## src/core/t2cr_map.svh

```systemverilog
// Purpose: offsets, field positions, reset values and counts of the timer block
// Assumes: register indices; the byte address on the bus is four times the index
// Notes:   definitions only
`ifndef T2CR_MAP_SVH
`define T2CR_MAP_SVH

// register indices
`define T2CR_IDX_CTRL      10'h0c8
`define T2CR_IDX_MODE      10'h0c9
`define T2CR_IDX_RCAP_LO   10'h0ca
`define T2CR_IDX_RCAP_HI   10'h0cb
`define T2CR_IDX_CNT_LO    10'h0cc
`define T2CR_IDX_CNT_HI    10'h0cd
`define T2CR_IDX_IRQ_STAT  10'h0e0
`define T2CR_IDX_IRQ_CLR   10'h0e1
`define T2CR_IDX_IRQ_EN    10'h0e2

// control register fields
`define T2CR_CTRL_OVF      7
`define T2CR_CTRL_EXTF     6
`define T2CR_CTRL_RXBAUD   5
`define T2CR_CTRL_TXBAUD   4
`define T2CR_CTRL_EXEN     3
`define T2CR_CTRL_RUN      2
`define T2CR_CTRL_CNTSEL   1
`define T2CR_CTRL_CPRL     0

// mode register fields
`define T2CR_MODE_DOWN_COUNT_ENABLE     0

// interrupt status bits
`define T2CR_EVT_OVF       0
`define T2CR_EVT_EXT       1
`define T2CR_EVT_CAP       2
`define T2CR_EVT_COUNT     3

// reset values and count top
`define T2CR_RST_BYTE      8'h00
`define T2CR_RST_COUNT     16'h0000
`define T2CR_COUNT_TOP     16'hffff

// clocks per timer tick and per baud-mode tick
`define T2CR_TICK_DIV      12
`define T2CR_BAUD_DIV      2

`endif

```

## src/core/t2cr_pkg.sv

```systemverilog
// Purpose: types shared by the timer block
// Assumes: constants live in t2cr_map.svh
// Notes:   control layout matches bit 7 down to bit 0
package t2cr_pkg;

	typedef struct packed {
		logic overflow_flag;
		logic external_flag;
		logic rx_baud_sel;
		logic tx_baud_sel;
		logic external_trigger_enable;
		logic run_control;
		logic counter_select;
		logic capture_reload_select;
	} t2cr_ctrl_t;

	typedef struct packed {
		logic capture;
		logic ext_edge;
		logic overflow;
	} t2cr_evt_t;

	typedef enum logic [1:0] {
		T2CR_BUS_IDLE   = 2'b01,
		T2CR_BUS_ANSWER = 2'b10
	} t2cr_bus_state_t;

endpackage : t2cr_pkg

```

## src/core/t2cr_top.sv

```systemverilog
// Purpose: sixteen-bit timer/counter with capture, auto-reload and up/down count
// Assumes: apb slave, pins synchronous to pclk, one clock domain
// Notes:   each register is one aligned word at four times its index
//
// Added by the designer: the APB slave port.
`timescale 1ns/1ps
`include "t2cr_map.svh"
module t2cr_top #(
	parameter int ADDR_W   = 12,
	parameter int TICK_DIV = `T2CR_TICK_DIV,
	parameter int BAUD_DIV = `T2CR_BAUD_DIV
) (
	input  wire logic              pclk,
	input  wire logic              presetn,
	input  wire logic              psel,
	input  wire logic              penable,
	input  wire logic              pwrite,
	input  wire logic [ADDR_W-1:0] paddr,
	input  wire logic [31:0]       pwdata,
	input  wire logic [3:0]        pstrb,
	output logic      [31:0]       prdata,
	output logic                   pready,
	output logic                   pslverr,
	input  wire logic              external_trigger_pin,
	input  wire logic              count_input_pin,
	output logic                   baud_tick,
	output logic                   irq
);
	localparam int TDIV_W = $clog2(TICK_DIV + 1);
	localparam int BDIV_W = $clog2(BAUD_DIV + 1);

	// register state
	t2cr_pkg::t2cr_ctrl_t       ctrl_reg;
	t2cr_pkg::t2cr_ctrl_t       ctrl_next;
	logic                       down_count_enable_reg;
	logic [7:0]                 capture_reload_low_reg;
	logic [7:0]                 capture_reload_high_reg;
	logic [15:0]                count_reg;
	logic [15:0]                count_next;
	logic [15:0]                rcap_next;
	t2cr_pkg::t2cr_bus_state_t  bus_state_reg;
	logic [TDIV_W-1:0]          tick_cnt_reg;
	logic [BDIV_W-1:0]          baud_cnt_reg;
	logic                       baud_tick_reg;

	// bus side
	logic [9:0]  acc_idx;
	logic        acc_aligned;
	logic        acc_mapped;
	logic        wr_fire;
	logic        lane0;
	logic [7:0]  wbyte;
	logic [31:0] rd_value;

	// timer side
	logic [1:0]  fall;
	logic        trig_fall;
	logic        count_fall;
	logic        baud_mode;
	logic        reload_mode;
	logic        down_mode;
	logic        count_up;
	logic        tick_pulse;
	logic        baud_pulse;
	logic        step;
	logic        wrap;
	logic        trig_act;
	logic [15:0] reload_value;
	t2cr_pkg::t2cr_evt_t evt;

	// interrupt side
	logic [`T2CR_EVT_COUNT-1:0] irq_status;
	logic [`T2CR_EVT_COUNT-1:0] irq_enable;
	logic                       irq_clr_we;
	logic                       irq_en_we;

	function automatic logic [9:0] reg_index(input logic [ADDR_W-1:0] addr);
		reg_index = addr[11:2];
	endfunction : reg_index

	function automatic logic idx_is(input logic [9:0] idx, input logic [9:0] want);
		idx_is = (idx == want);
	endfunction : idx_is

	t2cr_fall_detect #(
		.WIDTH (2)
	) u_fall (
		.pclk       (pclk),
		.presetn    (presetn),
		.pin_in     ({count_input_pin, external_trigger_pin}),
		.fall_pulse (fall)
	);

	assign trig_fall  = fall[0];
	assign count_fall = fall[1];

	// address decode
	assign acc_idx     = reg_index(paddr);
	assign acc_aligned = (paddr[1:0] == 2'b00);

	always_comb begin
		if (!acc_aligned) begin
			acc_mapped = 1'b0;
		end else if (idx_is(acc_idx, `T2CR_IDX_CTRL)) begin
			acc_mapped = 1'b1;
		end else if (idx_is(acc_idx, `T2CR_IDX_MODE)) begin
			acc_mapped = 1'b1;
		end else if (idx_is(acc_idx, `T2CR_IDX_RCAP_LO)) begin
			acc_mapped = 1'b1;
		end else if (idx_is(acc_idx, `T2CR_IDX_RCAP_HI)) begin
			acc_mapped = 1'b1;
		end else if (idx_is(acc_idx, `T2CR_IDX_CNT_LO)) begin
			acc_mapped = 1'b1;
		end else if (idx_is(acc_idx, `T2CR_IDX_CNT_HI)) begin
			acc_mapped = 1'b1;
		end else if (idx_is(acc_idx, `T2CR_IDX_IRQ_STAT)) begin
			acc_mapped = 1'b1;
		end else if (idx_is(acc_idx, `T2CR_IDX_IRQ_CLR)) begin
			acc_mapped = 1'b1;
		end else if (idx_is(acc_idx, `T2CR_IDX_IRQ_EN)) begin
			acc_mapped = 1'b1;
		end else begin
			acc_mapped = 1'b0;
		end
	end

	// writes land only at the completing edge, byte lane 0 only
	assign wr_fire = psel & penable & pready & pwrite & acc_mapped;
	assign lane0   = pstrb[0];
	assign wbyte   = pwdata[7:0];

	assign irq_clr_we = wr_fire & lane0 & idx_is(acc_idx, `T2CR_IDX_IRQ_CLR);
	assign irq_en_we  = wr_fire & lane0 & idx_is(acc_idx, `T2CR_IDX_IRQ_EN);

	// read mux, snapshot taken in the setup cycle
	always_comb begin
		rd_value = 32'h0000_0000;
		if (!acc_aligned) begin
			rd_value = 32'h0000_0000;
		end else if (idx_is(acc_idx, `T2CR_IDX_CTRL)) begin
			rd_value[7:0] = ctrl_reg;
		end else if (idx_is(acc_idx, `T2CR_IDX_MODE)) begin
			rd_value[`T2CR_MODE_DOWN_COUNT_ENABLE] = down_count_enable_reg;
		end else if (idx_is(acc_idx, `T2CR_IDX_RCAP_LO)) begin
			rd_value[7:0] = capture_reload_low_reg;
		end else if (idx_is(acc_idx, `T2CR_IDX_RCAP_HI)) begin
			rd_value[7:0] = capture_reload_high_reg;
		end else if (idx_is(acc_idx, `T2CR_IDX_CNT_LO)) begin
			rd_value[7:0] = count_reg[7:0];
		end else if (idx_is(acc_idx, `T2CR_IDX_CNT_HI)) begin
			rd_value[7:0] = count_reg[15:8];
		end else if (idx_is(acc_idx, `T2CR_IDX_IRQ_STAT)) begin
			rd_value[`T2CR_EVT_COUNT-1:0] = irq_status;
		end else if (idx_is(acc_idx, `T2CR_IDX_IRQ_EN)) begin
			rd_value[`T2CR_EVT_COUNT-1:0] = irq_enable;
		end else begin
			rd_value = 32'h0000_0000;
		end
	end

	// apb answer: no wait states, ready in the first access cycle, every answer from a flop
	always_ff @(posedge pclk or negedge presetn) begin
		if (!presetn) begin
			bus_state_reg <= t2cr_pkg::T2CR_BUS_IDLE;
			pready        <= 1'b0;
			pslverr       <= 1'b0;
			prdata        <= 32'h0000_0000;
		end else begin
			case (bus_state_reg)
				t2cr_pkg::T2CR_BUS_IDLE: begin
					if (psel && !penable) begin
						bus_state_reg <= t2cr_pkg::T2CR_BUS_ANSWER;
						pready        <= 1'b1;
						pslverr       <= ~acc_mapped;
						prdata        <= pwrite ? 32'h0000_0000 : rd_value;
					end
				end
				t2cr_pkg::T2CR_BUS_ANSWER: begin
					bus_state_reg <= t2cr_pkg::T2CR_BUS_IDLE;
					pready        <= 1'b0;
					pslverr       <= 1'b0;
				end
				default: begin
					bus_state_reg <= t2cr_pkg::T2CR_BUS_IDLE;
					pready        <= 1'b0;
					pslverr       <= 1'b0;
				end
			endcase
		end
	end

	// mode decode
	// baud mode forces reload, select bit ignored
	assign baud_mode   = ctrl_reg.rx_baud_sel | ctrl_reg.tx_baud_sel;
	assign reload_mode = ~ctrl_reg.capture_reload_select | baud_mode;
	assign down_mode   = down_count_enable_reg & reload_mode & ~baud_mode;
	assign count_up    = ~down_mode | external_trigger_pin;

	// prescale: ticks are one-cycle enables, never a second clock
	always_ff @(posedge pclk or negedge presetn) begin
		if (!presetn) begin
			tick_cnt_reg <= '0;
		end else if (tick_cnt_reg == TDIV_W'(TICK_DIV - 1)) begin
			tick_cnt_reg <= '0;
		end else begin
			tick_cnt_reg <= tick_cnt_reg + TDIV_W'(1);
		end
	end

	always_ff @(posedge pclk or negedge presetn) begin
		if (!presetn) begin
			baud_cnt_reg <= '0;
		end else if (baud_cnt_reg == BDIV_W'(BAUD_DIV - 1)) begin
			baud_cnt_reg <= '0;
		end else begin
			baud_cnt_reg <= baud_cnt_reg + BDIV_W'(1);
		end
	end

	assign tick_pulse = (tick_cnt_reg == TDIV_W'(TICK_DIV - 1));
	assign baud_pulse = (baud_cnt_reg == BDIV_W'(BAUD_DIV - 1));

	// no steps while run control is clear
	always_comb begin
		if (!ctrl_reg.run_control) begin
			step = 1'b0;
		end else if (baud_mode) begin
			step = baud_pulse;
		end else if (ctrl_reg.counter_select) begin
			step = count_fall;
		end else begin
			step = tick_pulse;
		end
	end

	assign reload_value = {capture_reload_high_reg, capture_reload_low_reg};

	// down count wraps where count meets the reload value
	assign wrap = count_up ? (count_reg == `T2CR_COUNT_TOP) : (count_reg == reload_value);

	// trigger edge acts only when enabled and not in baud mode
	assign trig_act = trig_fall & ctrl_reg.external_trigger_enable & ~baud_mode;

	// count path; software byte writes win over the step
	always_comb begin
		count_next = count_reg;
		if (step) begin
			if (count_up) begin
				if (wrap && reload_mode) begin
					count_next = reload_value;
				end else begin
					count_next = count_reg + 16'h0001;
				end
			end else begin
				count_next = wrap ? `T2CR_COUNT_TOP : count_reg - 16'h0001;
			end
		end
		if (trig_act && reload_mode) begin
			count_next = reload_value;
		end
		if (wr_fire && lane0 && idx_is(acc_idx, `T2CR_IDX_CNT_LO)) begin
			count_next[7:0] = wbyte;
		end
		if (wr_fire && lane0 && idx_is(acc_idx, `T2CR_IDX_CNT_HI)) begin
			count_next[15:8] = wbyte;
		end
	end

	always_ff @(posedge pclk or negedge presetn) begin
		if (!presetn) begin
			count_reg <= `T2CR_RST_COUNT;
		end else begin
			count_reg <= count_next;
		end
	end

	// capture/reload registers; a capture wins over a software write
	always_comb begin
		rcap_next = reload_value;
		if (wr_fire && lane0 && idx_is(acc_idx, `T2CR_IDX_RCAP_LO)) begin
			rcap_next[7:0] = wbyte;
		end
		if (wr_fire && lane0 && idx_is(acc_idx, `T2CR_IDX_RCAP_HI)) begin
			rcap_next[15:8] = wbyte;
		end
		if (trig_act && !reload_mode) begin
			rcap_next[7:0]  = count_reg[7:0];
			rcap_next[15:8] = count_reg[15:8];
		end
	end

	always_ff @(posedge pclk or negedge presetn) begin
		if (!presetn) begin
			capture_reload_low_reg  <= `T2CR_RST_BYTE;
			capture_reload_high_reg <= `T2CR_RST_BYTE;
		end else begin
			capture_reload_low_reg  <= rcap_next[7:0];
			capture_reload_high_reg <= rcap_next[15:8];
		end
	end

	always_ff @(posedge pclk or negedge presetn) begin
		if (!presetn) begin
			down_count_enable_reg <= 1'b0;
		end else if (wr_fire && lane0 && idx_is(acc_idx, `T2CR_IDX_MODE)) begin
			down_count_enable_reg <= wbyte[`T2CR_MODE_DOWN_COUNT_ENABLE];
		end
	end

	// events
	assign evt.overflow = step & wrap & ~baud_mode;
	assign evt.ext_edge = trig_act;
	assign evt.capture  = trig_act & ~reload_mode;

	// control register; hardware sets beat a same-cycle software clear
	always_comb begin
		ctrl_next = ctrl_reg;
		if (wr_fire && lane0 && idx_is(acc_idx, `T2CR_IDX_CTRL)) begin
			ctrl_next = wbyte;
		end
		// overflow sets flag, only software clears
		if (evt.overflow) begin
			ctrl_next.overflow_flag = 1'b1;
		end
		if (evt.ext_edge) begin
			ctrl_next.external_flag = 1'b1;
		end
	end

	always_ff @(posedge pclk or negedge presetn) begin
		if (!presetn) begin
			ctrl_reg <= `T2CR_RST_BYTE;
		end else begin
			ctrl_reg <= ctrl_next;
		end
	end

	// overflow in baud mode feeds the serial port, not the flag
	always_ff @(posedge pclk or negedge presetn) begin
		if (!presetn) begin
			baud_tick_reg <= 1'b0;
		end else begin
			baud_tick_reg <= step & wrap & baud_mode;
		end
	end

	assign baud_tick = baud_tick_reg;

	t2cr_irq #(
		.WIDTH (`T2CR_EVT_COUNT)
	) u_irq (
		.pclk       (pclk),
		.presetn    (presetn),
		.event_set  ({evt.capture, evt.ext_edge, evt.overflow}),
		.clear_we   (irq_clr_we),
		.enable_we  (irq_en_we),
		.wdata      (wbyte[`T2CR_EVT_COUNT-1:0]),
		.status_reg (irq_status),
		.enable_reg (irq_enable),
		.irq_reg    (irq)
	);

endmodule : t2cr_top

```

## src/core/t2cr_fall_detect.sv

```systemverilog
// Purpose: falling-edge detect on synchronous input pins
// Assumes: inputs already synchronous to pclk
// Notes:   pulse is combinational from one history flop
`timescale 1ns/1ps
module t2cr_fall_detect #(
	parameter int WIDTH = 2
) (
	input  wire logic             pclk,
	input  wire logic             presetn,
	input  wire logic [WIDTH-1:0] pin_in,
	output logic      [WIDTH-1:0] fall_pulse
);
	logic [WIDTH-1:0] prev_reg;

	// history starts high so a low pin at reset counts as an edge in the first cycle
	always_ff @(posedge pclk or negedge presetn) begin
		if (!presetn) begin
			prev_reg <= '1;
		end else begin
			prev_reg <= pin_in;
		end
	end

	assign fall_pulse = prev_reg & ~pin_in;

endmodule : t2cr_fall_detect

```

## src/core/t2cr_irq.sv

```systemverilog
// Purpose: sticky event status, enable mask and one level interrupt
// Assumes: clear is write-one-to-clear, one cycle strobes
// Notes:   a set in the clearing cycle wins
`timescale 1ns/1ps
module t2cr_irq #(
	parameter int WIDTH = 3
) (
	input  wire logic             pclk,
	input  wire logic             presetn,
	input  wire logic [WIDTH-1:0] event_set,
	input  wire logic             clear_we,
	input  wire logic             enable_we,
	input  wire logic [WIDTH-1:0] wdata,
	output logic      [WIDTH-1:0] status_reg,
	output logic      [WIDTH-1:0] enable_reg,
	output logic                  irq_reg
);
	logic [WIDTH-1:0] status_next;
	logic [WIDTH-1:0] enable_next;

	always_comb begin
		status_next = status_reg;
		enable_next = enable_reg;
		if (clear_we) begin
			status_next = status_next & ~wdata;
		end
		status_next = status_next | event_set;
		if (enable_we) begin
			enable_next = wdata;
		end
	end

	always_ff @(posedge pclk or negedge presetn) begin
		if (!presetn) begin
			status_reg <= '0;
			enable_reg <= '0;
			irq_reg    <= 1'b0;
		end else begin
			status_reg <= status_next;
			enable_reg <= enable_next;
			// from next values so irq tracks status with no extra lag
			irq_reg    <= |(status_next & enable_next);
		end
	end

endmodule : t2cr_irq

```

## config.mk

```make
export PLATFORM = sky130hd
export DESIGN_NAME = t2cr_top
export DESIGN_NICKNAME = d
export VERILOG_FILES = /design/src/core/t2cr_pkg.sv /design/src/core/t2cr_top.sv /design/src/core/t2cr_fall_detect.sv /design/src/core/t2cr_irq.sv
export VERILOG_INCLUDE_DIRS = /design/src /design/src/core
export SDC_FILE = /design/constraint.sdc
export NUM_CORES = 1
export LEC_CHECK = 0
export BUFFER_PORTS_ARGS = -buffer_cell sky130_fd_sc_hd__buf_2
export CORE_MARGIN = 2
export CORE_UTILIZATION = 52
export CTS_CLUSTER_SIZE = 8
export DETAILED_ROUTE_END_ITERATION = 16
export PLACE_DENSITY_LB_ADDON = 0.2
export SETUP_SLACK_MARGIN = 0.15
export SYNTH_ARGS = -nofsm -noshare
export SYNTH_HDL_FRONTEND = slang
export SYNTH_SLANG_ARGS = --single-unit
```

## constraint.sdc

```tcl
create_clock -name pclk -period 2.4 [get_ports pclk]
set_input_delay 0.24 -clock pclk [delete_from_list [all_inputs] [get_ports pclk]]
set_output_delay 0.24 -clock pclk [all_outputs]
set_load 0.01 [all_outputs]
```

==> results of run 1 <==
-- Yosys cell counts (4+ instances only) --
cell type	instances
or3_1	5
mux2_4	6
a31oi_1	7
nor2b_1	10
o31ai_1	10
mux2i_1	25
o22ai_1	5
a22oi_1	9
nor4_1	6
mux2_2	10
a211oi_1	5
and2_1	4
a21oi_1	37
buf_4	24
and3_1	7
or4_1	4
o221ai_1	10
nand3_1	31
nor2_1	54
o21ai_0	31
nand4_1	4
mux2_1	6
xnor2_1	15
a32oi_1	7
nor3_1	8
nand2_1	76
inv_1	9
o211ai_1	4
clkbuf_1	32
buf_2	8
dfrtp_1	65
xor2_1	15
nand2b_1	11
-- power breakdown --
part / switching [mW] / internal (mW) / leakage, nW / total [mW]
Clock: 0.510 / 0.378 / 0.0856 / 0.888
Sequential: 0.00357 / 1.15 / 0.924 / 1.16
Combinational: 0.123 / 0.0576 / 2.19 / 0.180
-- metrics by stage --
stage	area, sq um	total power, mW	TNS, ps	cells
2_1_floorplan	5480	1.28	-7.38	647
3_3_place_gp	6310	1.34	-2720	856
3_5_place_dp	6310	1.35	-3510	856
4_1_cts	6750	2.23	-916	884
5_1_grt	6840	2.30	-3240	888
6_report	6840	2.23	-1830	888
-- routing by layer --
| layer | track usage (%) | vias up | share of wire (%) |
|---|---|---|---|
| met5 | 0 | - | 0 |
| met4 | 11.7 | 0 | 2.5 |
| met3 | 7.42 | 43 | 11 |
| met2 | 51.0 | 322 | 46 |
| met1 | 43.9 | 2586 | 41 |
| li1 | - | 2475 | - |
-- area by class of cell --
| type | instances | area [sq um] |
|---|---|---|
| Fill cell | 800 | 2980 |
| Timing Repair Buffer | 161 | 1240 |
| Tap cell | 133 | 166 |
| Sequential cell | 68 | 1710 |
| Clock inverter | 7 | 51.3 |
| Inverter | 9 | 33.8 |
| Multi-Input combinational cell | 501 | 3520 |
| Clock buffer | 9 | 124 |
-- logic make-up (layout without fill, tap and decap cells) --
group / after synthesis / count (layout)
flip-flops: 68 / 68
XOR/XNOR: 30 / 30
AND/OR/NAND/NOR: 245 / 245
multiplexers: 47 / 47
other: 1 / 24
AO/OA/AOI/OAI: 152 / 152
adder cells (fa/ha/maj): 3 / 3
buffers and inverters: 78 / 186
-- repair_timing --
action                     in CTS  in global routing
hold buffers                    2                  0
buffers inserted               10                  4
pin swaps                      16                 11
hold endpoints to repair       17                  0
resized for setup              30                 11
setup endpoints to repair      19                 19
-- worst paths after layout --
kind | from | end | slack (ps) | cells after the start
max in group asynchronous | presetn | u_fall.prev_reg[1]$_DFF_PN1_ | 1220 | 3
min | external_trigger_pin | u_fall.prev_reg[0]$_DFF_PN1_ | 100 | 2
max | ctrl_reg[4]$_DFFE_PN0P_ | count_reg[11]$_DFFE_PN0P_ | -210 | 13
min in group asynchronous | presetn | capture_reload_high_reg[4]$_DFFE_PN0P_ | 400 | 2
max reg2reg | ctrl_reg[4]$_DFFE_PN0P_ | count_reg[11]$_DFFE_PN0P_ | -210 | 13
min reg2reg | baud_cnt_reg[0]$_DFF_PN0_ | baud_cnt_reg[1]$_DFF_PN0_ | 440 | 1
==> impl_metrics.yaml, run 1 <==
grt:
  grt_pass1_wl_um: 27800
  antenna_found_initial: 0
  gr-usage-all-layers_pct: 32.5
  grt_pass1_vias: 5297
  overflow: 0
  grt_max_degree: 35
timing:
  fmax_mhz: 382
  finClkSkew_ps: 8.90
  rsz0062_at_grt: "true"
  worstMarginPinSlew_ps: 571
  period_share_pct: 109
  period_needed_ps: 2610
  relSlewSlack_pct: 61.9
  worst_slack_ps: -215
  hold_viol: 0
  slew_viol_final: 0
  hold_ws_ps: 103
  setup_viol: 16
die:
  die_w_um: 105
  die_h_um: 105
  die_area_sq_mm: 0.0110
  row_count: 36
  io_pins: 91
  design.core.area_sq_mm: 0.00982
  initial_utilization_pct: 53.9
setup_path:
  worstPathArrival_ps: 2870
  critPathSlowestCell: "or3_4"
  critPathTopFamily: "simple AND/OR/NAND/NOR gates"
  worstPathRequired_ps: 2650
  end_kind: "flip-flop"
  setup.worst_path.class: "flip-flop to flip-flop"
  start_kind: "flip-flop"
  worst-path-max-fanout: 6
  cp_cell_sequence: "or3_4, nor2_8, buf_4, buf_6, a32oi_4, nor4_4, buf_4, nand3_4, buf_8, buf_12, mux2_4, o221ai_2, nand2_1"
  max_stage_delay_ps: 430
  crit_buf_inv: 5
  path_common_cell: "buf_4"
cells_and_area:
  largest_reg_flops: 16
  fin_util_pct: 69.7
  final_nets: 808
  mostFrequentLayoutCells: "buf_4, nand2_1, dfrtp_1"
  layout-area-overhead-vs-synth_pct: 29.2
  antennaDiodeCount: 0
  final_common_cell: "buf_4"
  drive_gt1_share_pct: 32.5
clock_network:
  cts_tree: "yes"
  cts.clk_slew.worst_paths_ps: 80
  htreeDepth: 3
  numCtsBuffers: 9
  clock_latency_ps: 370
  clock_tree.root_cell: "clkbuf_8"
  clk_path_buf_depth: 2
  clock_sinks: 68
drt:
  detail_route.drc_violations: 0
  ant_nets: 0
  drt_first_pass_iters: 5
  drt-initial-drc-count: 525
  routed_wl_um: 17500
  vias: 5426
  routedWlPerCell_um: 19.7
  post_drt_via_cell_ratio: 6.11
logic_synthesis:
  yosysTopAreaCell: "dfrtp_1"
  synth_compound_area_share_pct: 19.5
  synth-edff-count: 0
  synth_flop_cell: "dfrtp_1"
  syn_avg_cell_area_sq_um: 8.49
  synth_top_area_share_pct: 30.7
  yosysUniqueCellTypes: 69
  synthCells: 624
  synth_top_family_by_area: "simple AND/OR/NAND/NOR gates"
  ys_warn_count: 0
  synth_fa_ha_area_share_pct: 0.709
  synth.area.mux_share_pct: 9.83
  netlist_area_sq_mm: 0.00530
  yosysSeqAreaShare_pct: 32.2
  synthSimpleGateAreaFrac_pct: 25.0
  ys_seq_elements: 68
  async_flop_share_pct: 100
  ys_top_cells_by_area: "dfrtp_1, nand2_1, mux2i_1"
  synth-xor-area-share_pct: 4.96
place:
  gp_congestion: 0.991
  numPortBuffers: 39
  place_ws_ps: -298
  dpl.hpwl_um: 12800
pwr:
  p_leak_nw: 3.20
  power_density_mw_per_mm2: 325
  ir_worst_vdd_v: 0.000374
outcome:
  violations: "setup timing"
  outcome: "finished with violations"
job:
  cap_violations: 0
hold_path:
  hold_class: "input port to flip-flop"
No activity file was read; power rests on OpenSTA's default activity.
==> run 2, diff against run 1 <==
CORE_UTILIZATION = 29   (was 52)
PLACE_DENSITY = 0.51   (was unset)
PLACE_DENSITY_LB_ADDON = unset   (was 0.2)
TNS_END_PERCENT = 5   (was unset)
==> run 2 against run 1 <==
Net effect: the flow still finishes with violations (setup timing); clock power grew 59%; critical path depth fell by 2; fmax up 1.1%; design area grew 2.7%; worst setup slack gained 28 ps; via count down 4.3%; first-iteration DRC count shrank 2.9%; critical path type unchanged.
==> impl_metrics.yaml, run 2 (synthesis gave the netlist of run 1 again) <==
clock_network:
  numCtsBuffers: 9
  htreeDepth: 3
  clock_tree.root_cell: "clkbuf_16"
  cts_tree: "yes"
  clock_sinks: 68
  cts.clk_slew.worst_paths_ps: 60
  clock_latency_ps: 350
  clk_path_buf_depth: 2
timing:
  rsz0062_at_grt: "true"
  slew_viol_final: 0
  period_share_pct: 108
  worst_slack_ps: -186
  fmax_mhz: 387
  finClkSkew_ps: 7.77
  setup_viol: 15
  period_needed_ps: 2590
  hold_ws_ps: 124
  fin_tns_setup_ps: -1880
  hold_viol: 0
grt:
  grt_max_degree: 69
  overflow: 0
  gr-usage-all-layers_pct: 19.8
  antenna_found_initial: 0
  grt_pass1_wl_um: 30000
  grt_pass1_vias: 5212
setup_path:
  setup.worst_path.class: "flip-flop to flip-flop"
  rrSetupSlack_ps: -190
  r2r-start: "count_reg[14]$_DFFE_PN0P_"
  worstPathArrival_ps: 2820
  worstPathRequired_ps: 2640
  worst-path-max-fanout: 6
  r2r_cells: 11
  endpoint: "count_reg[3]$_DFFE_PN0P_"
  end_kind: "flip-flop"
  start_kind: "flip-flop"
  cp-startpoint: "count_reg[14]$_DFFE_PN0P_"
  r2r-end: "count_reg[3]$_DFFE_PN0P_"
cells_and_area:
  mostFrequentLayoutCells: "buf_4, nand2_1, dfrtp_1"
  design_area_sq_mm: 0.00703
  drive_gt1_share_pct: 31.7
  final_common_cell: "buf_4"
  nFillCells: 1829
  largest_reg_flops: 16
  layout-area-overhead-vs-synth_pct: 32.7
  final_nets: 807
  antennaDiodeCount: 0
die:
  design.core.area_sq_mm: 0.0180
  row_count: 49
  initial_utilization_pct: 29.5
  die_area_sq_mm: 0.0194
  die_h_um: 139
  io_pins: 91
  die_w_um: 139
place:
  place_ws_ps: -340
  dpl.hpwl_um: 13900
  dpl_cell_area_sq_mm: 0.00656
  numPortBuffers: 39
  gp_congestion: 0.972
pwr:
  ir_worst_vdd_v: 0.000310
  p_leak_nw: 3.22
  power_density_mw_per_mm2: 391
drt:
  drt-initial-drc-count: 510
  drt_first_pass_iters: 5
  ant_nets: 0
  vias: 5191
  post_drt_via_cell_ratio: 5.28
  routed_wl_um: 18700
  routedWlPerCell_um: 19.0
  detail_route.drc_violations: 0
hold_path:
  hold_class: "input port to flip-flop"
  hold-path-cell-count: 2
  hold_start: "external_trigger_pin"
job:
  cap_violations: 0
outcome:
  outcome: "finished with violations"
  violations: "setup timing"
==> run 2: changes by cell type in the layout (fill, tap and decap cells not counted), sizes merged <==
cell	delta
clkinvlp	-2
inv	+2
buf	-1
bufinv	+1
clkinv	-1
==> run 2: routing by layer <==
layer  global-route usage, %  wire (um)
met1                    26.9       8420
met2                    32.6       8920
met3                    2.94       1000
met4                    5.69        344
met5                       0          0
==> run 2: power by group <==
part | leakage (nW) | total, mW | internal [mW] | switching, mW
sequential | 0.924 | 1.16 | 1.16 | 0.00354
combinational | 2.14 | 0.178 | 0.0579 | 0.120
clock | 0.151 | 1.41 | 0.821 | 0.589
==> run 2: worst min-delay path by stage <==
| stage | to | slack (ps) |
|---|---|---|
| 6_report | u_fall.prev_reg[0]$_DFF_PN1_ | 120 |
| 3_3_place_gp | capture_reload_low_reg[6]$_DFFE_PN0P_ | 300 |
| 2_1_floorplan | baud_cnt_reg[0]$_DFF_PN0_ | -60 |
| 4_1_cts | u_fall.prev_reg[0]$_DFF_PN1_ | 120 |
| 3_5_place_dp | capture_reload_low_reg[6]$_DFFE_PN0P_ | 300 |
| 5_1_grt | u_fall.prev_reg[0]$_DFF_PN1_ | 130 |
==> run 2: critical path: stages, from the launching register on <==
cell	delay, ps
dfrtp_1	370
or4bb_4	560
o31ai_4	90
a32oi_2	110
nor4_4	260
buf_4	170
nand3_4	110
buf_12	160
buf_4	130
o221a_1	220
a221oi_2	210
nor2_1	70
==> run 2: layout make-up <==
type	instances	area (sq um)	share of cell area, %
clock buffer	9	225	3.21
clock inverter	7	82.6	1.18
inverter	9	33.8	0.481
multi-input combinational	501	3440	49.0
sequential	68	1710	24.3
tap	229	287	4.08
timing repair buffer	160	1250	17.8
==> run 2: stage by stage <==
step	std cells	utilization, %	power, mW
6_report	983	39.1	2.75
5_1_grt	983	39.1	2.85
4_1_cts	983	39.0	2.79
3_5_place_dp	964	36.5	1.36
3_3_place_gp	964	36.5	1.35
2_1_floorplan	647	-	1.28
==> run 2: repair_timing <==
item	in CTS	in global routing
pin swaps	9	2
setup buffers	1	0
resized for setup	24	4
endpoints found under the hold margin	66	0
endpoints found under the setup margin	19	19
hold buffers	2	0
